**config.mk**
```make
export PLATFORM = sky130hd
export DESIGN_NAME = dma_channel_ctrl
export DESIGN_NICKNAME = d
export VERILOG_FILES = /design/src/design/dma_pkg.sv /design/src/design/dma_channel_ctrl.sv /design/src/design/dma_sync2.sv /design/src/design/dma_arbiter.sv
export VERILOG_INCLUDE_DIRS = /design/src /design/src/design
export SDC_FILE = /design/constraint.sdc
export NUM_CORES = 1
export LEC_CHECK = 0
export BUFFER_PORTS_ARGS = -buffer_cell sky130_fd_sc_hd__buf_4
export CORE_UTILIZATION = 32
export DETAILED_ROUTE_END_ITERATION = 12
export HOLD_SLACK_MARGIN = 0.08
export MAX_ROUTING_LAYER = met4
export PLACE_DENSITY = 0.59
export SLEW_MARGIN = 20
export SYNTH_ARGS = -nofsm -noshare
export SYNTH_HDL_FRONTEND = slang
export SYNTH_SLANG_ARGS = --single-unit
```
**constraint.sdc**
```tcl
create_clock -name sys_clk -period 4.95 [get_ports sys_clk]
set_input_delay 0.495 -clock sys_clk [delete_from_list [all_inputs] [get_ports sys_clk]]
set_output_delay 0.495 -clock sys_clk [all_outputs]
set_load 0.02 [all_outputs]
```
**src/design/dma_params.svh**
```systemverilog
`ifndef DMA_PARAMS_SVH
`define DMA_PARAMS_SVH
// ****************************************
// Channel layout and reset values
// ****************************************
`define DMA_NUM_CH 4
`define DMA_PRIO_W 2
`define DMA_PRIO_RESET 2'h0
`define DMA_ERR_W 5
`define DMA_ERR_NONE 5'h00
`define DMA_ERR_EXT_ABORT 5'h10
`define DMA_DATA_W 16
`endif

```
**src/design/dma_pkg.sv**
```systemverilog
package dma_pkg;
    // Transfer engine states
    typedef enum logic [3:0] {
        ST_IDLE = 4'b0001,
        ST_READ = 4'b0010,
        ST_WRITE = 4'b0100,
        ST_RELQ = 4'b1000
    } xfer_state_e;
endpackage : dma_pkg

```
**src/design/dma_channel_ctrl.sv**
```systemverilog
`timescale 1ns/1ps
`include "dma_params.svh"
// Operation
// Serve highest priority 0..3, zero highest
// Rotate among tied channels per operand
// Reset sets all priorities to zero
// Capture read data on transfer-complete strobe
// Ignore abort in write after done; code does so only on dev_to_mem channels
// Ignored abort: transition, normal flags, no error
// Error stops channel, flags, records code
// Keep only first error code
// Later error never overwrites pending code
// Unrecorded error still blocks channel start
// Relinquish-retry frees bus, retries operation
// Register access during relinquished write corrupts operand
// Host asserts relinquish-retry only on reads
// Host uses halt for register access
// Slow chip-select negation zeroes lower word
// Chip select drops pending bus request
// Start during limited-rate may drop request early
module dma_channel_ctrl #(
    parameter int NUM_CH = `DMA_NUM_CH,
    parameter int DATA_W = `DMA_DATA_W
) (
    input wire logic sys_clk,
    input wire logic rst_n,
    input wire logic [NUM_CH-1:0] start,
    input wire logic [NUM_CH-1:0] ext_req,
    input wire logic [NUM_CH*`DMA_PRIO_W-1:0] prio_wr_data,
    input wire logic [NUM_CH-1:0] prio_wr,
    input wire logic [NUM_CH-1:0] err_clear,
    input wire logic [NUM_CH-1:0] err_event,
    input wire logic [NUM_CH*`DMA_ERR_W-1:0] err_code_in,
    input wire logic [NUM_CH-1:0] abort_mode,
    input wire logic [NUM_CH-1:0] dev_to_mem,
    input wire logic [NUM_CH-1:0] limited_rate,
    input wire logic peripheral_control_line_n,
    input wire logic transfer_complete_strobe_n,
    input wire logic done_n,
    input wire logic relinquish_retry_n,
    input wire logic chip_sel_n,
    input wire logic lower_data_strobe_n,
    input wire logic upper_data_strobe_n,
    input wire logic bus_grant_n,
    input wire logic long_access,
    input wire logic [DATA_W-1:0] data_in,
    input wire logic [DATA_W-1:0] host_wr_data,
    output logic bus_request_n,
    output logic bus_grant_acknowledge_n,
    output logic bus_ctrl_oe_n,
    output logic [DATA_W-1:0] data_out,
    output logic data_oe_n,
    output logic [NUM_CH*`DMA_PRIO_W-1:0] channel_priority_reg,
    output logic [NUM_CH-1:0] active_reg,
    output logic [NUM_CH-1:0] err_flag_reg,
    output logic [NUM_CH-1:0] periph_ctrl_transition_flag,
    output logic [NUM_CH-1:0] normal_termination_flag,
    output logic [NUM_CH*`DMA_ERR_W-1:0] channel_error_reg,
    output logic [DATA_W-1:0] lower_word_reg
);
    initial begin
        if (DATA_W < 1) $error("DATA_W must be positive");
    end

    // ****************************************
    // Pin synchronisers
    // ****************************************
    logic [7:0] pins_s;
    dma_sync2 #(.WIDTH(8), .RESET_VAL(8'h0f)) u_sync ( // Active-low pins reset to idle
        .sys_clk(sys_clk),
        .rst_n(rst_n),
        .async_in({ext_req, peripheral_control_line_n, transfer_complete_strobe_n,
                   done_n, relinquish_retry_n}),
        .sync_out(pins_s)
    );
    logic [NUM_CH-1:0] req_s;
    logic abort_s, dtc_s, done_s, rr_s;
    assign req_s = pins_s[7:4];
    assign abort_s = !pins_s[3];
    assign dtc_s = !pins_s[2];
    assign done_s = !pins_s[1];
    assign rr_s = !pins_s[0];

    // Host strobes: chip select and data strobes share one synchroniser bank
    logic [2:0] hst_s;
    logic bg_s_n;
    dma_sync2 #(.WIDTH(4), .RESET_VAL(4'hf)) u_sync_host (
        .sys_clk(sys_clk),
        .rst_n(rst_n),
        .async_in({chip_sel_n, lower_data_strobe_n, upper_data_strobe_n, bus_grant_n}),
        .sync_out({hst_s, bg_s_n})
    );
    logic cs_s, ds_s;
    assign cs_s = !hst_s[2];
    assign ds_s = !hst_s[1] || !hst_s[0];

    // ****************************************
    // Priority registers and arbitration
    // ****************************************
    logic [NUM_CH-1:0] pend;
    logic grant_valid, advance;
    logic [1:0] grant_ch;
    assign pend = req_s & active_reg & ~err_flag_reg;

    dma_arbiter #(.NUM_CH(NUM_CH)) u_arb (
        .sys_clk(sys_clk),
        .rst_n(rst_n),
        .req(pend),
        .prio(channel_priority_reg),
        .advance(advance),
        .grant_valid(grant_valid),
        .grant_ch(grant_ch)
    );

    // ****************************************
    // Transfer engine
    // ****************************************
    dma_pkg::xfer_state_e state_reg, state_next;
    logic [1:0] cur_ch_reg;
    logic [DATA_W-1:0] hold_reg;
    logic done_seen_reg;
    logic retry_write_reg;
    logic cs_pending_reg;
    logic ds_prev_reg;
    logic [1:0] slow_cnt_reg;
    logic cur_abort_mode, cur_d2m, abort_hit, abort_ignored;

    assign cur_abort_mode = abort_mode[cur_ch_reg];
    assign cur_d2m = dev_to_mem[cur_ch_reg];
    assign abort_hit = abort_s && cur_abort_mode && (state_reg != dma_pkg::ST_IDLE);
    assign abort_ignored = abort_hit && state_reg == dma_pkg::ST_WRITE && cur_d2m && done_seen_reg;
    assign advance = state_reg == dma_pkg::ST_WRITE && dtc_s && !rr_s;

    // Next state of the operand cycle
    always_comb begin
        state_next = state_reg;
        unique case (state_reg)
            dma_pkg::ST_IDLE: begin
                if (grant_valid && !rr_s && !bg_s_n && !cs_s) begin
                    state_next = retry_write_reg ? dma_pkg::ST_WRITE : dma_pkg::ST_READ;
                end
            end
            dma_pkg::ST_READ: begin
                if (rr_s) begin
                    state_next = dma_pkg::ST_RELQ;
                end else if (abort_hit) begin
                    state_next = dma_pkg::ST_IDLE;
                end else if (dtc_s) begin
                    state_next = dma_pkg::ST_WRITE;
                end
            end
            dma_pkg::ST_WRITE: begin
                if (rr_s) begin
                    state_next = dma_pkg::ST_RELQ;
                end else if (abort_hit && !abort_ignored) begin
                    state_next = dma_pkg::ST_IDLE;
                end else if (dtc_s) begin
                    state_next = dma_pkg::ST_IDLE;
                end
            end
            dma_pkg::ST_RELQ: begin
                if (!rr_s) begin
                    state_next = dma_pkg::ST_IDLE;
                end
            end
        endcase
    end

    // Engine registers; holding register shared with host data path
    always_ff @(posedge sys_clk) begin
        if (!rst_n) begin
            state_reg <= dma_pkg::ST_IDLE;
            cur_ch_reg <= 2'h0;
            hold_reg <= '0;
            done_seen_reg <= 1'b0;
            retry_write_reg <= 1'b0;
        end else begin
            state_reg <= state_next;
            if (state_reg == dma_pkg::ST_IDLE && state_next != dma_pkg::ST_IDLE) begin
                cur_ch_reg <= grant_ch;
            end
            if (state_reg == dma_pkg::ST_READ && dtc_s) begin
                hold_reg <= data_in;
                done_seen_reg <= done_s;
            end else if (state_reg == dma_pkg::ST_RELQ && cs_s) begin
                hold_reg <= host_wr_data;
            end
            if (state_reg == dma_pkg::ST_WRITE && rr_s) begin
                retry_write_reg <= 1'b1;
            end else if (state_reg == dma_pkg::ST_WRITE && dtc_s) begin
                retry_write_reg <= 1'b0;
            end
        end
    end

    // ****************************************
    // Bus request and ownership
    // ****************************************
    logic start_any, lr_active;
    assign start_any = |start;
    assign lr_active = |(active_reg & limited_rate);

    // Request drops on chip select; early drop when start meets limited-rate channel
    always_ff @(posedge sys_clk) begin
        if (!rst_n) begin
            bus_request_n <= 1'b1;
            bus_grant_acknowledge_n <= 1'b1;
            bus_ctrl_oe_n <= 1'b1;
            data_oe_n <= 1'b1;
            data_out <= '0;
            cs_pending_reg <= 1'b0;
        end else begin
            cs_pending_reg <= cs_s;
            if (cs_s) begin
                bus_request_n <= 1'b1;
            end else if (start_any && lr_active && bus_grant_acknowledge_n) begin
                bus_request_n <= 1'b1;
            end else begin
                bus_request_n <= !(grant_valid && state_reg == dma_pkg::ST_IDLE && !rr_s);
            end
            bus_grant_acknowledge_n <= !(state_next == dma_pkg::ST_READ || state_next == dma_pkg::ST_WRITE);
            bus_ctrl_oe_n <= !(state_next == dma_pkg::ST_READ || state_next == dma_pkg::ST_WRITE);
            data_oe_n <= state_next != dma_pkg::ST_WRITE;
            data_out <= (state_reg == dma_pkg::ST_READ && dtc_s) ? data_in : hold_reg;
        end
    end

    // ****************************************
    // Host long-word access timing
    // ****************************************
    // Count cycles from strobe release to chip-select release
    always_ff @(posedge sys_clk) begin
        if (!rst_n) begin
            ds_prev_reg <= 1'b0;
            slow_cnt_reg <= 2'h0;
            lower_word_reg <= '0;
        end else begin
            ds_prev_reg <= ds_s;
            if (cs_s && ds_s) begin
                slow_cnt_reg <= 2'h0;
                if (long_access) begin
                    lower_word_reg <= host_wr_data;
                end
            end else if (cs_s && slow_cnt_reg != 2'h3) begin
                slow_cnt_reg <= slow_cnt_reg + 2'h1;
            end
            if (cs_s && !ds_s && long_access && slow_cnt_reg == 2'h1) begin
                lower_word_reg <= '0;
            end
        end
    end

    // ****************************************
    // Per-channel priority, status and error
    // ****************************************
    for (genvar c = 0; c < NUM_CH; c++) begin : g_ch
        logic err_now, ending, ndt_now;
        assign ndt_now = advance && cur_ch_reg == 2'(c) && done_seen_reg;
        assign err_now = err_event[c] ||
            (abort_hit && !abort_ignored && cur_ch_reg == 2'(c)) ||
            (start[c] && (err_flag_reg[c] || active_reg[c]));

        always_ff @(posedge sys_clk) begin
            if (!rst_n) begin
                channel_priority_reg[c*`DMA_PRIO_W +: `DMA_PRIO_W] <= `DMA_PRIO_RESET;
                active_reg[c] <= 1'b0;
                err_flag_reg[c] <= 1'b0;
                periph_ctrl_transition_flag[c] <= 1'b0;
                normal_termination_flag[c] <= 1'b0;
                channel_error_reg[c*`DMA_ERR_W +: `DMA_ERR_W] <= `DMA_ERR_NONE;
            end else begin
                if (prio_wr[c]) begin
                    channel_priority_reg[c*`DMA_PRIO_W +: `DMA_PRIO_W] <=
                        prio_wr_data[c*`DMA_PRIO_W +: `DMA_PRIO_W];
                end
                // Set wins over clear for every flag
                if (err_now) begin
                    active_reg[c] <= 1'b0;
                    err_flag_reg[c] <= 1'b1;
                    if (!err_flag_reg[c]) begin
                        channel_error_reg[c*`DMA_ERR_W +: `DMA_ERR_W] <= err_event[c] ?
                            err_code_in[c*`DMA_ERR_W +: `DMA_ERR_W] : `DMA_ERR_EXT_ABORT;
                    end
                end else if (err_clear[c]) begin
                    err_flag_reg[c] <= 1'b0;
                    channel_error_reg[c*`DMA_ERR_W +: `DMA_ERR_W] <= `DMA_ERR_NONE;
                    normal_termination_flag[c] <= 1'b0;
                    periph_ctrl_transition_flag[c] <= 1'b0;
                end else if (start[c]) begin
                    active_reg[c] <= 1'b1;
                end
                if (ndt_now) begin
                    active_reg[c] <= 1'b0;
                    normal_termination_flag[c] <= 1'b1;
                end
                if (abort_ignored && cur_ch_reg == 2'(c)) begin
                    periph_ctrl_transition_flag[c] <= 1'b1;
                end
            end
        end
    end
endmodule : dma_channel_ctrl

```
**src/design/dma_sync2.sv**
```systemverilog
`timescale 1ns/1ps
// ****************************************
// Two-stage synchroniser, one per bit
// ****************************************
module dma_sync2 #(
    parameter int WIDTH = 1,
    parameter logic [WIDTH-1:0] RESET_VAL = '0
) (
    input wire logic sys_clk,
    input wire logic rst_n,
    input wire logic [WIDTH-1:0] async_in,
    output logic [WIDTH-1:0] sync_out
);
    logic [WIDTH-1:0] meta_reg;

    // First stage feeds only the second
    always_ff @(posedge sys_clk) begin
        if (!rst_n) begin
            meta_reg <= RESET_VAL; // Idle level of the pin, so no false edge follows reset
            sync_out <= RESET_VAL;
        end else begin
            meta_reg <= async_in;
            sync_out <= meta_reg;
        end
    end
endmodule : dma_sync2

```
**src/design/dma_arbiter.sv**
```systemverilog
`timescale 1ns/1ps
`include "dma_params.svh"
// ****************************************
// Priority arbiter with round-robin tie break
// ****************************************
module dma_arbiter #(
    parameter int NUM_CH = `DMA_NUM_CH
) (
    input wire logic sys_clk,
    input wire logic rst_n,
    input wire logic [NUM_CH-1:0] req,
    input wire logic [NUM_CH*`DMA_PRIO_W-1:0] prio,
    input wire logic advance,
    output logic grant_valid,
    output logic [1:0] grant_ch
);
    logic [1:0] last_reg;
    logic [NUM_CH-1:0] at_best;
    logic [`DMA_PRIO_W-1:0] best;
    logic [1:0] pick;
    logic found;

    initial begin
        if (NUM_CH != 4) $error("dma_arbiter serves exactly four channels");
    end

    // Best pending level, then first tied channel after the last one served
    always_comb begin
        best = 2'h3;
        for (int i = NUM_CH - 1; i >= 0; i--) begin
            if (req[i] && prio[i*`DMA_PRIO_W +: `DMA_PRIO_W] < best) begin
                best = prio[i*`DMA_PRIO_W +: `DMA_PRIO_W];
            end
        end
        for (int i = 0; i < NUM_CH; i++) begin
            at_best[i] = req[i] && (prio[i*`DMA_PRIO_W +: `DMA_PRIO_W] == best);
        end
        pick = 2'h0;
        found = 1'b0;
        for (int k = 1; k <= NUM_CH; k++) begin
            if (!found && at_best[2'(last_reg + 2'(k))]) begin
                pick = 2'(last_reg + 2'(k));
                found = 1'b1;
            end
        end
    end

    assign grant_valid = found;
    assign grant_ch = pick;

    // Rotation point moves after each operand transfer
    always_ff @(posedge sys_clk) begin
        if (!rst_n) begin
            last_reg <= 2'h3;
        end else if (advance && found) begin
            last_reg <= pick;
        end
    end
endmodule : dma_arbiter

```
==> Yosys cells after proc, flatten, opt, wreduce, memory -nomap -nowiden <==
Index checks and enable logic that the tools add are counted.
{ "totals": {"out_inout_bits": 80, "ff_bits": 131, "inputBits": 103} }
{ "classes": {"magnitude_cmp": 9, "n_reduce_logical": 126, "add_sub_neg": 4, "n_eq_ne": 30, "n_mux": 75, "n_bitwise": 10} }
{ "op_table": {"columns": ["operator", "count"], "rows": [
  ["$mux W5", 16],
  ["$logic_and A1 B1 Y1", 56],
  ["$mux W16", 3],
  ["$reduce_and A2 Y1", 17],
  ["$mux W1", 32],
  ["$mux W4", 8],
  ["$reduce_bool A2 Y1", 14],
  ["$mux W2", 8],
  ["$ne A2 B1 Y1 const B", 8],
  ["$pmux W4 S4", 1],
  ["$logic_not A1 Y1", 15],
  ["$lt A2 B3 Y1 const B", 5],
  ["$reduce_or A3 Y1", 5],
  ["$logic_or A1 B1 Y1", 14],
  ["$and A4 B4 Y4", 3],
  ["$bmux W1 S2", 6],
  ["$ne A2 B2 Y1 const B", 5],
  ["$eq A2 B2 Y1", 4],
  ["$eq A4 B2 Y1 const B", 2],
  ["$eq A4 B3 Y1 const B", 2],
  ["$ne A4 B1 Y1 const B", 2],
  ["$reduce_or A4 Y1", 2],
  ["$lt A2 B2 Y1", 3],
  ["$not A1 Y1", 6],
  ["12 further kinds", 17]
]} }

==> Longest topological paths before layout <==
Gate-level depths: netlist of the first run.
{ "logic_depth": {"depth_word": 35, "mapped_depth": 22, "mapped_depth_nobuf": 21} }

==> Modules after synthesis <==
A second synthesis of the first run with hierarchy kept.
{ "hier_totals": {"hier_cells": 643, "hier_area_um2": 5798.1} }
{ "by_module_without_submodules": {"columns": ["module", "n_inst", "cells_each", "area_per_inst_um2"], "rows": [
  ["dma_channel_ctrl", 1, 510, 4493.1],
  ["dma_arbiter", 1, 84, 661.9],
  ["dma_sync2 (u_sync)", 1, 33, 432.9],
  ["dma_sync2 (u_sync_host)", 1, 16, 210.2]
]} }

==> Worst setup path before layout of the first run <==
No wires, ideal clock.
{ "synth_timing": {"kind": "register to register", "startpoint": "reg err_flag_reg[2]", "endpoint": "reg cur_ch_reg[0]", "arrival_time_ns": 4.787, "period_less_slack_ns": 4.859, "required_time_ns": 4.878, "path_stages_with_launch": 22, "setup_slack_ns": 0.091, "cell_sequence": "dfxtp_1 > and3b_1 > buf_2 > nor2b_1 > nor2_1 > inv_1 > ha_1 > and4bb_2 > nand2_1 > a31o_1 > mux2_4 > inv_2 > ha_1 > or3_1 > o41a_4 > mux2i_2 > a311oi_1 > o211ai_2 > a31oi_1 > nand2_2 > o41ai_4 > mux2i_1"} }
{ "synth_between": {"elab_chain_len": 31, "word_cells_on_any_way": 47, "classes_between": "order compare (2); eq/ne (5); mux (21); bitwise (2); reduce/logical (17)"} }
{ "synth_lines": {"columns": ["item", "line", "source"], "rows": [
  ["start, declared", "dma_channel_ctrl.sv:55", "output logic [NUM_CH-1:0] err_flag_reg,"],
  ["start signal, assigned by index", "dma_channel_ctrl.sv:267", "err_flag_reg[c] <= 1'b0;"],
  ["start signal, assigned by index", "dma_channel_ctrl.sv:279", "err_flag_reg[c] <= 1'b1;"],
  ["start signal, assigned by index", "dma_channel_ctrl.sv:285", "err_flag_reg[c] <= 1'b0;"],
  ["$not A4 Y4 (*)", "dma_channel_ctrl.sv:103", "assign pend = req_s & active_reg & ~err_flag_reg;"],
  ["$and A4 B4 Y4 (*)", "dma_channel_ctrl.sv:103", null],
  ["$logic_and A1 B1 Y1", "dma_arbiter.sv:31", "if (req[i] && prio[i*`DMA_PRIO_W +: `DMA_PRIO_W] < best) begin"],
  ["$mux W2", "dma_arbiter.sv:31", null],
  ["$lt A2 B2 Y1", "dma_arbiter.sv:31", null],
  ["$logic_and A1 B1 Y1", "dma_arbiter.sv:31", null],
  ["$mux W2", "dma_arbiter.sv:31", null],
  ["$lt A2 B2 Y1", "dma_arbiter.sv:31", null],
  ["[13 not listed]", null, null],
  ["$logic_not A1 Y1", "dma_arbiter.sv:41", "if (!found && at_best[2'(last_reg + 2'(k))]) begin"],
  ["$logic_and A1 B1 Y1", "dma_arbiter.sv:41", null],
  ["$mux W1", "dma_arbiter.sv:41", null],
  ["$logic_and A1 B1 Y1 (3 in series)", "dma_channel_ctrl.sv:139", "if (grant_valid && !rr_s && !bg_s_n && !cs_s) begin"],
  ["$mux W4", "dma_channel_ctrl.sv:139", null],
  ["$pmux W4 S4", "dma_channel_ctrl.sv:137", "unique case (state_reg)"],
  ["$ne A4 B1 Y1", "dma_channel_ctrl.sv:179", "if (state_reg == dma_pkg::ST_IDLE && state_next != dma_pkg::ST_IDLE) begin"],
  ["$logic_and A1 B1 Y1", "dma_channel_ctrl.sv:179", null],
  ["end signal, assigned", "dma_channel_ctrl.sv:180", "cur_ch_reg <= grant_ch;"],
  ["end, declared", "dma_channel_ctrl.sv:119", "logic [1:0] cur_ch_reg;"]
]} }
Mark *: on every way between the ends. The rest lies on a longest branch, timed or not. The select of a mux whose other input is x is not followed.
A chain may end at the register's enable or synchronous reset.

==> Final worst setup path of the first run <==
{ "layout_timing": {"startpoint": "reg err_flag_reg[2]", "endpoint": "reg cur_ch_reg[1]"} }
Same word-level chain as after synthesis.

==> results of run 1 <==
## worst register-to-register path: cells and delay by family, from the launching register on
| family | cells | cell delay, ps |
|---|---|---|
| compound gates | 6 | 1610 |
| xor+xnor | 1 | 170 |
| fa+ha+maj | 2 | 410 |
| buf+inv | 2 | 140 |
| flops | 1 | 320 |
| mux | 2 | 550 |
| simple gates | 7 | 1400 |
## cell usage after synthesis (all sizes together), types with 2 or more instances
cell	instances
nor4	3
nor3	5
or3	2
nand3	20
nand3b	2
nand2	141
nor2	19
o21ai	31
o211ai	4
a211o	3
o41ai	2
xor2	2
buf	7
ha	4
a21oi	34
a31o	2
clkbuf	25
mux2i	15
a311oi	2
a31oi	17
dfxtp	131
a21boi	45
a211oi	2
or4	2
and2	14
nand2b	25
o2111a	4
nor2b	26
xnor2	5
a221oi	3
inv	11
and4bb	2
and3	3
mux4	2
and3b	4
a32oi	5
## per-stage QoR
step,util (%),hold slack (ps),worst slack (ps)
after floorplan,-,386.3,91.06
after global placement,41.93,388.5,244.6
after detailed placement,41.95,390.9,102.9
after CTS,45.39,241.2,98.92
after global routing,45.67,251.3,14.36
final,45.67,259.2,282.3
## power breakdown
| group | total (mW) | internal (mW) | switching [mW] |
|---|---|---|---|
| logic | 0.225 | 0.116 | 0.109 |
| clock network | 1.25 | 0.760 | 0.487 |
| registers | 1.10 | 1.08 | 0.0196 |
| total | 2.57 | 1.96 | 0.616 |
## per-layer routing
layer	part of all wire, %	up-vias	GRT usage (%)
met4	1.4	0	5.993
met1	46	2370	23.15
met2	46	173	27.03
li1	-	2609	-
met3	7.3	14	4.580
met5	0	-	-
## final cells by class
type / count / area share, %
Clock inverter: 14 / 1.955
Inverter: 11 / 0.5246
Tap cell: 225 / 3.577
Clock buffer: 18 / 5.579
Sequential cell: 131 / 33.32
Timing Repair Buffer: 194 / 18.50
Multi-Input combinational cell: 469 / 36.54
## cell families (layout without fill, tap and decap cells)
logic type,Yosys count,count (layout),synth area share [%]
simple gates,274,274,23.50
compound gates,166,166,20.82
flops,131,131,46.43
buf+inv,43,237,3.478
mux,18,18,3.788
xor+xnor,7,7,1.086
fa+ha+maj,4,4,0.8862
## timing repair
action	CTS	global route
setup endpoints to repair	0	3
gates resized for setup	0	5
buffers inserted	0	2
## worst min-delay path by stage
stage               slack [ps]                      end
floorplan                  390       u_sync.sync_out[0]
global placement           390       u_sync.sync_out[1]
detailed placement         390  u_sync_host.sync_out[3]
CTS                        240  u_sync_host.meta_reg[2]
global route               250       u_sync.meta_reg[2]
finish                     260  u_sync_host.meta_reg[1]
==> parameters.txt, run 1 <==
Parameter                              Value

Yosys
  Register bit total from synthesis    131
  Distinct cells, synth    69
  Number of enable flip-flop cells after synthesis    0
  Post-synth net total    750
  Cell type contributing the most total cell area after synthesis    sky130_fd_sc_hd__dfxtp_1
  Synthesized instance count    643
  Ys flop type    sky130_fd_sc_hd__dfxtp_1
  Yosys warns    0
  Async S/R FF share, synth    0%
  Synthesized area per cell    8.784 sq um
  Post-synthesis instance area    5648 sq um
  Leading post-synthesis cells by cell area    sky130_fd_sc_hd__dfxtp_1, sky130_fd_sc_hd__nand2_1, sky130_fd_sc_hd__a21boi_0, sky130_fd_sc_hd__a21oi_1, sky130_fd_sc_hd__nor2b_1
  Area share of the largest cell type after synthesis    46.43%
  Seq/Total Area, Yosys    46.43%

Placed design
  HPWL after detailed placement    11,180 microns
  Placed instance count    1,028
  Placed cell areas    7231 sq um
  Buffers on Ports    182
  RD Place Congestion    0.8342

Critical path
  Critical setup path kind    flip-flop to flip-flop
  Sort of element at the start of the critical path    flip-flop
  RR Endpoint    cur_ch_reg[1]
  Worst setup path startpoint    err_flag_reg[2]
  Critical path data arrival time    5010 ps
  Most common cell on crit path    sky130_fd_sc_hd__ha_1
  Number of buffer and inverter stages on the critical path    2
  Worst path cell trace    and3b_1, nor2b_1, nor2_1, inv_1, ha_1, and4bb_2, nand2_1, a31o_1, mux2_4, inv_2, ha_1, or3_4, a21oi_4, xnor2_1, a221oi_2, o211ai_2, a31oi_2, nand2_2, o41ai_4, mux2i_1
  Worst Reg2Reg Path Length in Cells    20
  Kind of cell with the highest combined delay on the critical path    compound AO/OA/AOI/OAI gates
  Critical-path cell with the highest stage delay    sky130_fd_sc_hd__or3_4
  Worst-path fanout max    7
  Cell depth of the worst setup path    20
  Delay contributed by the slowest stage of the critical path    440 ps
  Timing endpoint of the critical path    cur_ch_reg[1]
  Register-to-register setup slack    280 ps
  Worst flop-to-flop path startpoint    err_flag_reg[2]
  Critical path data required time    5290 ps
  Kind of end point of the critical path    flip-flop

Status
  Status    completed

Finish
  Antenna diode count    0
  Final nets    931
  Number of flip-flops in the largest register    20
  Most frequent standard cell in the layout excluding fill and tap cells    sky130_fd_sc_hd__buf_4
  Most used cells in the layout excluding fill and tap cells    sky130_fd_sc_hd__buf_4, sky130_fd_sc_hd__nand2_1, sky130_fd_sc_hd__dfxtp_1, sky130_fd_sc_hd__a21boi_0, sky130_fd_sc_hd__a21oi_1
  Filler cells    1,749
  Combined area of the multi-input logic cells    2877 sq um
  Final instance count without filler cells    1,062
  Layout-stage area growth over the synthesis result    39.37%
  Layout cells sized above 1    30.59%
  Combined flip-flop and latch cell area    2623 sq um
  Layout Cell Area excl Fill    7871 sq um

CTS
  Post-cts hold buffer count    0
  Maximum clock insertion buffer count    2
  CTS tree    done
  Root buffer selected by CTS    sky130_fd_sc_hd__clkbuf_16
  Skew-Pair Late Insertion Delay    420 ps
  Number of buffers inserted during clock tree synthesis    17
  Clock transition at the registers of the reported paths    60 ps
  Sink count of the clock tree    131
  Level count of the clock H-tree    4

Power and ir drop
  Worst vdd rail ir drop    0.3050 mV
  Power density of the placed cells    326.9 nW/um^2
  Total Power    2.573 mW
  Leakage power    3.330 nW

Routing
  Per-cell routed wire length    14.42 microns
  Sum of routed wire length over all layers    15,320 microns
  Count of vias placed by the detailed router    5,166
  Routed Antenna Nets    0
  Remaining routing DRC violations    0
  Iteration-0 DRC Markers    221
  Routed via count divided by cell count    4.864
  First-pass iteration count of the detailed router    5

Timing
  Upper clock frequency limit    214.2 MHz
  Final Hold Fails    0
  Actual transition at the worst max-transition pin    1017 ps
  Setup-violating endpoint count in the final report    0
  Period Utilization, post-route    94.30%
  Setup TNS    0 ps
  Clock Skew    10.94 ps
  Final slew viol count    0
  RSZ-0062 raised after global routing    no
  Final critical delay including setup and external delays    4668 ps
  Max-Slew Margin vs Limit    32.20%

Die
  Horizontal die dimension    134.9 microns
  I/O pins    183
  Overall die area    18,180 sq um
  Core Footprint    17,240 sq um
  Std cell rows    48
  Overall die height    134.9 microns
  Starting density of the core    32.77%

Worst hold path
  Worst Hold Class    input pin to flip-flop
  Cell depth of the worst min-delay path    2
  Min-delay src    upper_data_strobe_n

GRT
  GRT Resource Usage Total    17.88%
  Initial antenna violation count    0
  Remaining global-route overflow    0
  Maximum number of pins on one net before global-route repair    118
  Number of global-route vias before repair    4,844
  Global-route wire length before repair    24,550 microns

Flow run
  Count of max-cap constraint violations    0
Note: power is estimated with default switching activity, not from simulation.
==> inputs of run 2 (changes only) <==
--- a/config.mk
+++ b/config.mk
@@ -7,11 +7,13 @@
 export NUM_CORES = 1
 export LEC_CHECK = 0
 export BUFFER_PORTS_ARGS = -buffer_cell sky130_fd_sc_hd__buf_4
-export CORE_UTILIZATION = 32
+export CELL_PAD_IN_SITES_DETAIL_PLACEMENT = 1
+export CELL_PAD_IN_SITES_GLOBAL_PLACEMENT = 2
+export CORE_UTILIZATION = 26
 export DETAILED_ROUTE_END_ITERATION = 12
 export HOLD_SLACK_MARGIN = 0.08
 export MAX_ROUTING_LAYER = met4
-export PLACE_DENSITY = 0.59
+export PLACE_DENSITY = 0.77
 export SLEW_MARGIN = 20
 export SYNTH_ARGS = -nofsm -noshare
 export SYNTH_HDL_FRONTEND = slang
==> run 2 against run 1 <==
  * Die area is 23% higher
  * Register-to-register slack worse by 40 ps
  * Sequential share of layout area is 0.40 points lower
  * Non-clock buffer count is 4 higher
  * Fmax is 0.88% lower
  * Combinational power is 3% higher
  * Core utilization is 8.0 points lower
  * Sequential cell count stayed put
  * Sequential power hardly changed
  * First-iteration DRC count is 21% lower
  * Cell count is 5.1% higher
==> parameters.txt, run 2 (synthesized netlist as in run 1, its figures left out) <==
Parameter                              Value

Timing
  Final slew viol count    0 (unchanged)
  Setup TNS    0 ps (unchanged)
  Actual transition at the worst max-transition pin    761.2 ps (was 1017 ps)
  Final Hold Fails    0 (unchanged)
  Setup-violating endpoint count in the final report    0 (unchanged)
  Clock Skew    12.36 ps (was 10.94 ps)
  Period Utilization, post-route    95.14% (was 94.30%)
  Upper clock frequency limit    212.3 MHz (was 214.2 MHz)
  Final critical delay including setup and external delays    4709 ps (was 4668 ps)
  Max-Slew Margin vs Limit    49.25% (was 32.20%)

Power and ir drop
  Leakage power    3.346 nW (was 3.330 nW)
  Worst vdd rail ir drop    0.1793 mV (was 0.3050 mV)
  Power density of the placed cells    324.5 nW/um^2 (was 326.9 nW/um^2)

Critical path
  Kind of cell with the highest combined delay on the critical path    compound AO/OA/AOI/OAI gates (unchanged)
  Critical path data arrival time    5050 ps (was 5010 ps)
  Worst Reg2Reg Path Length in Cells    21 (was 20)
  Most common cell on crit path    sky130_fd_sc_hd__ha_1 (unchanged)
  Cell depth of the worst setup path    21 (was 20)
  Sort of element at the start of the critical path    flip-flop (unchanged)
  Critical setup path kind    flip-flop to flip-flop (unchanged)
  Worst path cell trace    and3b_1, nor2b_2, nor2_2, inv_1, ha_1, and4bb_2, nand2_1, a31o_1, mux2_4, inv_4, ha_1, or3_4, a21oi_4, xnor2_2, a311oi_2, o211ai_2, buf_4, a211o_2, nand2_2, o41ai_4, mux2i_1 (was and3b_1, nor2b_1, nor2_1, inv_1, ha_1, and4bb_2, nand2_1, a31o_1, mux2_4, inv_2, ha_1, or3_4, a21oi_4, xnor2_1, a221oi_2, o211ai_2, a31oi_2, nand2_2, o41ai_4, mux2i_1)
  Worst-path fanout max    5 (was 7)
  Number of buffer and inverter stages on the critical path    3 (was 2)
  Critical path data required time    5300 ps (was 5290 ps)
  Worst flop-to-flop path startpoint    err_flag_reg[2] (unchanged)
  Worst setup path startpoint    err_flag_reg[2] (unchanged)
  Kind of end point of the critical path    flip-flop (unchanged)
  RR Endpoint    cur_ch_reg[1] (unchanged)
  Timing endpoint of the critical path    cur_ch_reg[1] (unchanged)
  Delay contributed by the slowest stage of the critical path    420 ps (was 440 ps)
  Critical-path cell with the highest stage delay    sky130_fd_sc_hd__or3_4 (unchanged)
  Register-to-register setup slack    240 ps (was 280 ps)

Flow run
  Count of max-cap constraint violations    0 (unchanged)

Finish
  Layout cells sized above 1    31.03% (was 30.59%)
  Final nets    935 (was 931)
  Final instance count without filler cells    1,116 (was 1,062)
  Layout-stage area growth over the synthesis result    41.05% (was 39.37%)
  Antenna diode count    0 (unchanged)
  Most frequent standard cell in the layout excluding fill and tap cells    sky130_fd_sc_hd__buf_4 (unchanged)
  Most used cells in the layout excluding fill and tap cells    sky130_fd_sc_hd__buf_4, sky130_fd_sc_hd__nand2_1, sky130_fd_sc_hd__dfxtp_1, sky130_fd_sc_hd__a21boi_0, sky130_fd_sc_hd__a21oi_1 (unchanged)
  Number of flip-flops in the largest register    20 (unchanged)

Routing
  First-pass iteration count of the detailed router    4 (was 5)
  Remaining routing DRC violations    0 (unchanged)
  Count of vias placed by the detailed router    5,203 (was 5,166)
  Routed Antenna Nets    0 (unchanged)
  Routed via count divided by cell count    4.662 (was 4.864)
  Iteration-0 DRC Markers    174 (was 221)
  Sum of routed wire length over all layers    18,090 microns (was 15,320 microns)
  Per-cell routed wire length    16.21 microns (was 14.42 microns)

CTS
  Maximum clock insertion buffer count    2 (unchanged)
  Skew-Pair Late Insertion Delay    420 ps (about the same)
  Clock transition at the registers of the reported paths    60 ps (about the same)
  Level count of the clock H-tree    4 (unchanged)
  Sink count of the clock tree    131 (unchanged)
  CTS tree    done (unchanged)
  Number of buffers inserted during clock tree synthesis    17 (unchanged)
  Post-cts hold buffer count    0 (unchanged)
  Root buffer selected by CTS    sky130_fd_sc_hd__clkbuf_16 (unchanged)

Die
  Overall die area    22,320 sq um (was 18,180 sq um)
  Horizontal die dimension    149.4 microns (was 134.9 microns)
  Std cell rows    53 (was 48)
  I/O pins    183 (unchanged)
  Overall die height    149.4 microns (was 134.9 microns)
  Core Footprint    21,150 sq um (was 17,240 sq um)
  Starting density of the core    26.70% (was 32.77%)

GRT
  Global-route wire length before repair    27,860 microns (was 24,550 microns)
  Maximum number of pins on one net before global-route repair    84 (was 118)
  Initial antenna violation count    0 (unchanged)
  Remaining global-route overflow    0 (unchanged)
  Number of global-route vias before repair    5,257 (was 4,844)
  GRT Resource Usage Total    16.75% (was 17.88%)

Placed design
  Buffers on Ports    182 (unchanged)
  Placed instance count    1,082 (was 1,028)
  RD Place Congestion    0.8177 (was 0.8342)
  HPWL after detailed placement    13,350 microns (was 11,180 microns)

Worst hold path
  Worst Hold Class    input pin to flip-flop (unchanged)
  Min-delay src    chip_sel_n (was upper_data_strobe_n)

Status
  Status    completed (unchanged)
-- run 2: changes by cell type in the layout (fill, tap and decap cells not counted), sizes merged --
cell    previous run  this run
inv               14        16
buf              194       198
clkinv             6         4
-- run 2: worst register-to-register path: cells and delay by family (launching register included) --
family / cells / cell delay, ps
xor gates and xnor gates: 1 / 190
buffers and inverters: 3 / 320
adders and majority gates: 2 / 400
AOI/OAI and AO/OA: 6 / 1500
and+or+nand+nor: 7 / 1370
muxes: 2 / 540
DFF: 1 / 330
-- run 2: layout make-up --
type	instances	area, sq um
fillers	2496	13190
inverters	11	43.79
flip-flops and latches	131	2623
multi-input cells	469	2888
well taps	275	344.1
repair buffers	198	1486
clock inverters	14	152.6
clock buffers	18	429.2
-- run 2: stage by stage --
stage                     power, mW  util (%)  instance area (sq um)  hold WS (ps)  setup slack, ps
after floorplan               1.222         -                   5648         386.3            91.06
after global placement        1.355     34.60                   7320         388.5            159.8
after detailed placement      1.357     34.60                   7320         396.4            28.90
after CTS                     2.628     37.35                   7901         233.0           0.2762
after global routing          2.685     37.66                   7966         243.7           -35.73
final                         2.585     37.66                   7966         254.5            240.8
-- run 2: how the worst min path moves through the flow --
stage | to | slack (ps) | depth (start not counted)
detailed placement | u_sync.sync_out[3] | 400 | 1
floorplan | u_sync.sync_out[0] | 390 | 1
global placement | u_sync_host.sync_out[3] | 390 | 1
finish | u_sync_host.meta_reg[3] | 250 | 2
CTS | u_sync.meta_reg[2] | 230 | 2
global route | u_sync_host.meta_reg[3] | 240 | 2
-- run 2: power by group --
group	internal, mW	switching [mW]
Sequential	1.08	0.0211
Combinational	0.117	0.114
Clock	0.748	0.504
Total	1.95	0.639
-- run 2: repair_timing --
item | 4_1_cts | 5_1_grt
gates resized for setup | 0 | 10
setup buffers | 0 | 2
setup endpoints to repair | 0 | 4
-- run 2: routing by layer --
layer / share of wire (%) / track usage [%]
met1: 47 / 21.68
met2: 46 / 25.83
met3: 5.4 / 3.670
met4: 1.2 / 5.255
met5: 0 / -
==> inputs of run 3 (changes only) <==
--- a/config.mk
+++ b/config.mk
@@ -8,12 +8,13 @@
 export LEC_CHECK = 0
 export BUFFER_PORTS_ARGS = -buffer_cell sky130_fd_sc_hd__buf_4
 export CELL_PAD_IN_SITES_DETAIL_PLACEMENT = 1
-export CELL_PAD_IN_SITES_GLOBAL_PLACEMENT = 2
-export CORE_UTILIZATION = 26
+export CELL_PAD_IN_SITES_GLOBAL_PLACEMENT = 1
+export CORE_ASPECT_RATIO = 0.75
+export CORE_UTILIZATION = 32
 export DETAILED_ROUTE_END_ITERATION = 12
 export HOLD_SLACK_MARGIN = 0.08
 export MAX_ROUTING_LAYER = met4
-export PLACE_DENSITY = 0.77
+export PLACE_DENSITY = 0.75
 export SLEW_MARGIN = 20
 export SYNTH_ARGS = -nofsm -noshare
 export SYNTH_HDL_FRONTEND = slang
==> run 3 against run 2 <==
  * Sequential share of layout area increased by 0.38 points
  * Sequential cell count did not move
  * Combinational power hardly changed
  * Die area fell by 18%
  * Critical path depth shrank 1
  * Total power fell by 2.1%
  * Clock skew about the same
  * Worst hold slack lost 5.7 ps
  * Count of clock-buffer cells in the layout unchanged
  * Core utilization rose by 8.6 points
  * Critical endpoint is now cur_ch_reg[0]
==> parameters.txt, run 3 (synthesized netlist as in run 1, its figures left out) <==
Parameter                              Value

CTS
  Clock transition at the registers of the reported paths    60 ps (about the same)
  CTS tree    done (unchanged)
  Maximum clock insertion buffer count    2 (unchanged)
  Level count of the clock H-tree    4 (unchanged)
  Root buffer selected by CTS    sky130_fd_sc_hd__clkbuf_16 (unchanged)
  Post-cts hold buffer count    0 (unchanged)
  Number of buffers inserted during clock tree synthesis    17 (unchanged)
  Skew-Pair Late Insertion Delay    430 ps (was 420 ps)
  Sink count of the clock tree    131 (unchanged)

Finish
  Final instance count without filler cells    1,075 (was 1,116)
  Final design utilization    46.27% (was 37.66%)
  Antenna diode count    0 (unchanged)
  Most frequent standard cell in the layout excluding fill and tap cells    sky130_fd_sc_hd__buf_4 (unchanged)
  Number of flip-flops in the largest register    20 (unchanged)
  Layout-stage area growth over the synthesis result    39.52% (was 41.05%)
  Layout cells sized above 1    31.11% (was 31.03%)
  Layout Cell Area excl Fill    7880 sq um (was 7966 sq um)
  Filler cells    2,019 (was 2,496)
  Final nets    933 (was 935)
  Most used cells in the layout excluding fill and tap cells    sky130_fd_sc_hd__buf_4, sky130_fd_sc_hd__nand2_1, sky130_fd_sc_hd__dfxtp_1, sky130_fd_sc_hd__a21boi_0, sky130_fd_sc_hd__a21oi_1 (unchanged)

Critical path
  Critical path data required time    5300 ps (about the same)
  Worst flop-to-flop path startpoint    err_flag_reg[2] (unchanged)
  Sort of element at the start of the critical path    flip-flop (unchanged)
  Critical setup path kind    flip-flop to flip-flop (unchanged)
  Kind of end point of the critical path    flip-flop (unchanged)
  RR Endpoint    cur_ch_reg[0] (was cur_ch_reg[1])
  Worst-path fanout max    5 (unchanged)
  Worst Reg2Reg Path Length in Cells    20 (was 21)
  Register-to-register setup slack    200 ps (was 240 ps)
  Critical path data arrival time    5100 ps (was 5050 ps)

Placed design
  Placed cell areas    7241 sq um (was 7320 sq um)
  RD Place Congestion    0.8751 (was 0.8177)
  Placed instance count    1,039 (was 1,082)
  Buffers on Ports    182 (unchanged)
  HPWL after detailed placement    13,570 microns (was 13,350 microns)

Power and ir drop
  Worst vdd rail ir drop    0.1769 mV (was 0.1793 mV)
  Fraction of power consumed by combinational cells    9.1% (was 8.9%)
  Internal power consumption    1.892 mW (was 1.946 mW)
  Sw power    638.4 uW (was 638.9 uW)
  Clock share of power    47.3% (was 48.5%)
  Power density of the placed cells    321.1 nW/um^2 (was 324.5 nW/um^2)
  Leakage power    3.323 nW (was 3.346 nW)
  Sequential fraction of design power    43.6% (was 42.6%)
  Switching share of total power    25.23% (was 24.71%)

GRT
  Global-route wire length before repair    28,510 microns (was 27,860 microns)
  GRT Resource Usage Total    21.00% (was 16.75%)
  Initial antenna violation count    0 (unchanged)
  Maximum number of pins on one net before global-route repair    118 (was 84)
  Remaining global-route overflow    0 (unchanged)
  Number of global-route vias before repair    5,414 (was 5,257)

Routing
  Routed via count divided by cell count    4.975 (was 4.662)
  Remaining routing DRC violations    0 (unchanged)
  Per-cell routed wire length    17.03 microns (was 16.21 microns)
  Routed Antenna Nets    0 (unchanged)
  First-pass iteration count of the detailed router    4 (unchanged)
  Sum of routed wire length over all layers    18,310 microns (was 18,090 microns)
  Count of vias placed by the detailed router    5,348 (was 5,203)
  Iteration-0 DRC Markers    288 (was 174)

Die
  Overall die area    18,190 sq um (was 22,320 sq um)
  Horizontal die dimension    155.4 microns (was 149.4 microns)
  Overall die height    117.1 microns (was 149.4 microns)
  I/O pins    183 (unchanged)
  Std cell rows    41 (was 53)
  Starting density of the core    33.16% (was 26.70%)
  Core Footprint    17,030 sq um (was 21,150 sq um)

Timing
  Period Utilization, post-route    95.95% (was 95.14%)
  Final slew viol count    0 (unchanged)
  Upper clock frequency limit    210.5 MHz (was 212.3 MHz)
  Worst hold margin    248.8 ps (was 254.5 ps)
  Final Hold Fails    0 (unchanged)
  Clock Skew    12.09 ps (was 12.36 ps)
  Final critical delay including setup and external delays    4750 ps (was 4709 ps)
  Max-Slew Margin vs Limit    30.89% (was 49.25%)
  Actual transition at the worst max-transition pin    1037 ps (was 761.2 ps)
  Setup-violating endpoint count in the final report    0 (unchanged)

Flow run
  Count of max-cap constraint violations    0 (unchanged)

Worst hold path
  Cell depth of the worst min-delay path    2 (unchanged)
  Worst Hold Class    input pin to flip-flop (unchanged)
  Min-delay src    peripheral_control_line_n (was chip_sel_n)
  Hold Path Sink    u_sync.meta_reg[3] (was u_sync_host.meta_reg[3])

Status
  Status    completed (unchanged)
run 3: worst max path at each step:
stage	slack (ps)	cells after the start	from	endpoint
3_5_place_dp	2	20	err_flag_reg[2]	cur_ch_reg[0]
4_1_cts	2	20	err_flag_reg[2]	cur_ch_reg[0]
6_report	200	20	err_flag_reg[2]	cur_ch_reg[0]
3_3_place_gp	190	20	err_flag_reg[2]	cur_ch_reg[0]
2_1_floorplan	90	21	err_flag_reg[2]	cur_ch_reg[0]
5_1_grt	-60	20	err_flag_reg[2]	cur_ch_reg[0]
run 3: worst max-delay path, stage by stage, from the launching register on:
cell,delay (ps)
sky130_fd_sc_hd__dfxtp_2,330
sky130_fd_sc_hd__and3b_1,190
sky130_fd_sc_hd__nor2b_2,180
sky130_fd_sc_hd__nor2_2,160
sky130_fd_sc_hd__inv_1,70
sky130_fd_sc_hd__ha_1,170
sky130_fd_sc_hd__and4bb_2,310
sky130_fd_sc_hd__nand2_1,60
sky130_fd_sc_hd__a31o_1,210
sky130_fd_sc_hd__mux2_4,320
sky130_fd_sc_hd__inv_2,80
sky130_fd_sc_hd__ha_1,240
sky130_fd_sc_hd__or3_4,420
sky130_fd_sc_hd__a21oi_4,270
sky130_fd_sc_hd__mux2i_1,290
sky130_fd_sc_hd__a311oi_2,90
sky130_fd_sc_hd__o211ai_2,310
sky130_fd_sc_hd__a21o_1,170
sky130_fd_sc_hd__o221ai_2,150
sky130_fd_sc_hd__o41ai_4,430
sky130_fd_sc_hd__mux2i_1,220
run 3: final cells by class:
cell class | instances | area, sq um | share of cell area, %
sequential | 131 | 2624 | 33.30
clock buffer | 18 | 429.2 | 5.446
multi-input combinational | 469 | 2889 | 36.66
inverter | 11 | 41.29 | 0.5240
tap | 236 | 295.3 | 3.747
timing repair buffer | 196 | 1471 | 18.67
clock inverter | 14 | 130.1 | 1.651
run 3: power groups by stage:
stage | sequential [mW] | combinational [mW] | clock (mW)
after global placement | 1.12 | 0.222 | 0
after detailed placement | 1.13 | 0.228 | 0
after global routing | 1.11 | 0.250 | 1.27
after CTS | 1.10 | 0.230 | 1.23
after floorplan | 1.14 | 0.0812 | 0
final | 1.10 | 0.231 | 1.20
run 3: what timing repair did:
action,CTS,global route
pin swaps,0,11
endpoints found under the setup margin,2,4
resized for setup,2,7
setup buffers,0,4
endpoints found under the hold margin,0,0
run 3: through the flow:
| step | TNS (ps) | power (mW) | setup slack (ps) |
|---|---|---|---|
| 2_1_floorplan | 0 | 1.222 | 91.06 |
| 3_3_place_gp | 0 | 1.346 | 191.3 |
| 3_5_place_dp | 0 | 1.354 | 1.886 |
| 4_1_cts | 0 | 2.561 | 1.944 |
| 5_1_grt | -88.85 | 2.628 | -56.33 |
| 6_report | 0 | 2.530 | 200.3 |
run 3: routing by layer:
metal,up-vias,global-route usage (%),share of wire [%],wire length (microns)
met1,2603,26.62,47,8670
li1,2618,-,-,-
met4,0,7.059,1.5,267
met3,20,4.713,4.0,724
met5,-,-,0,0
met2,107,33.24,47,8649
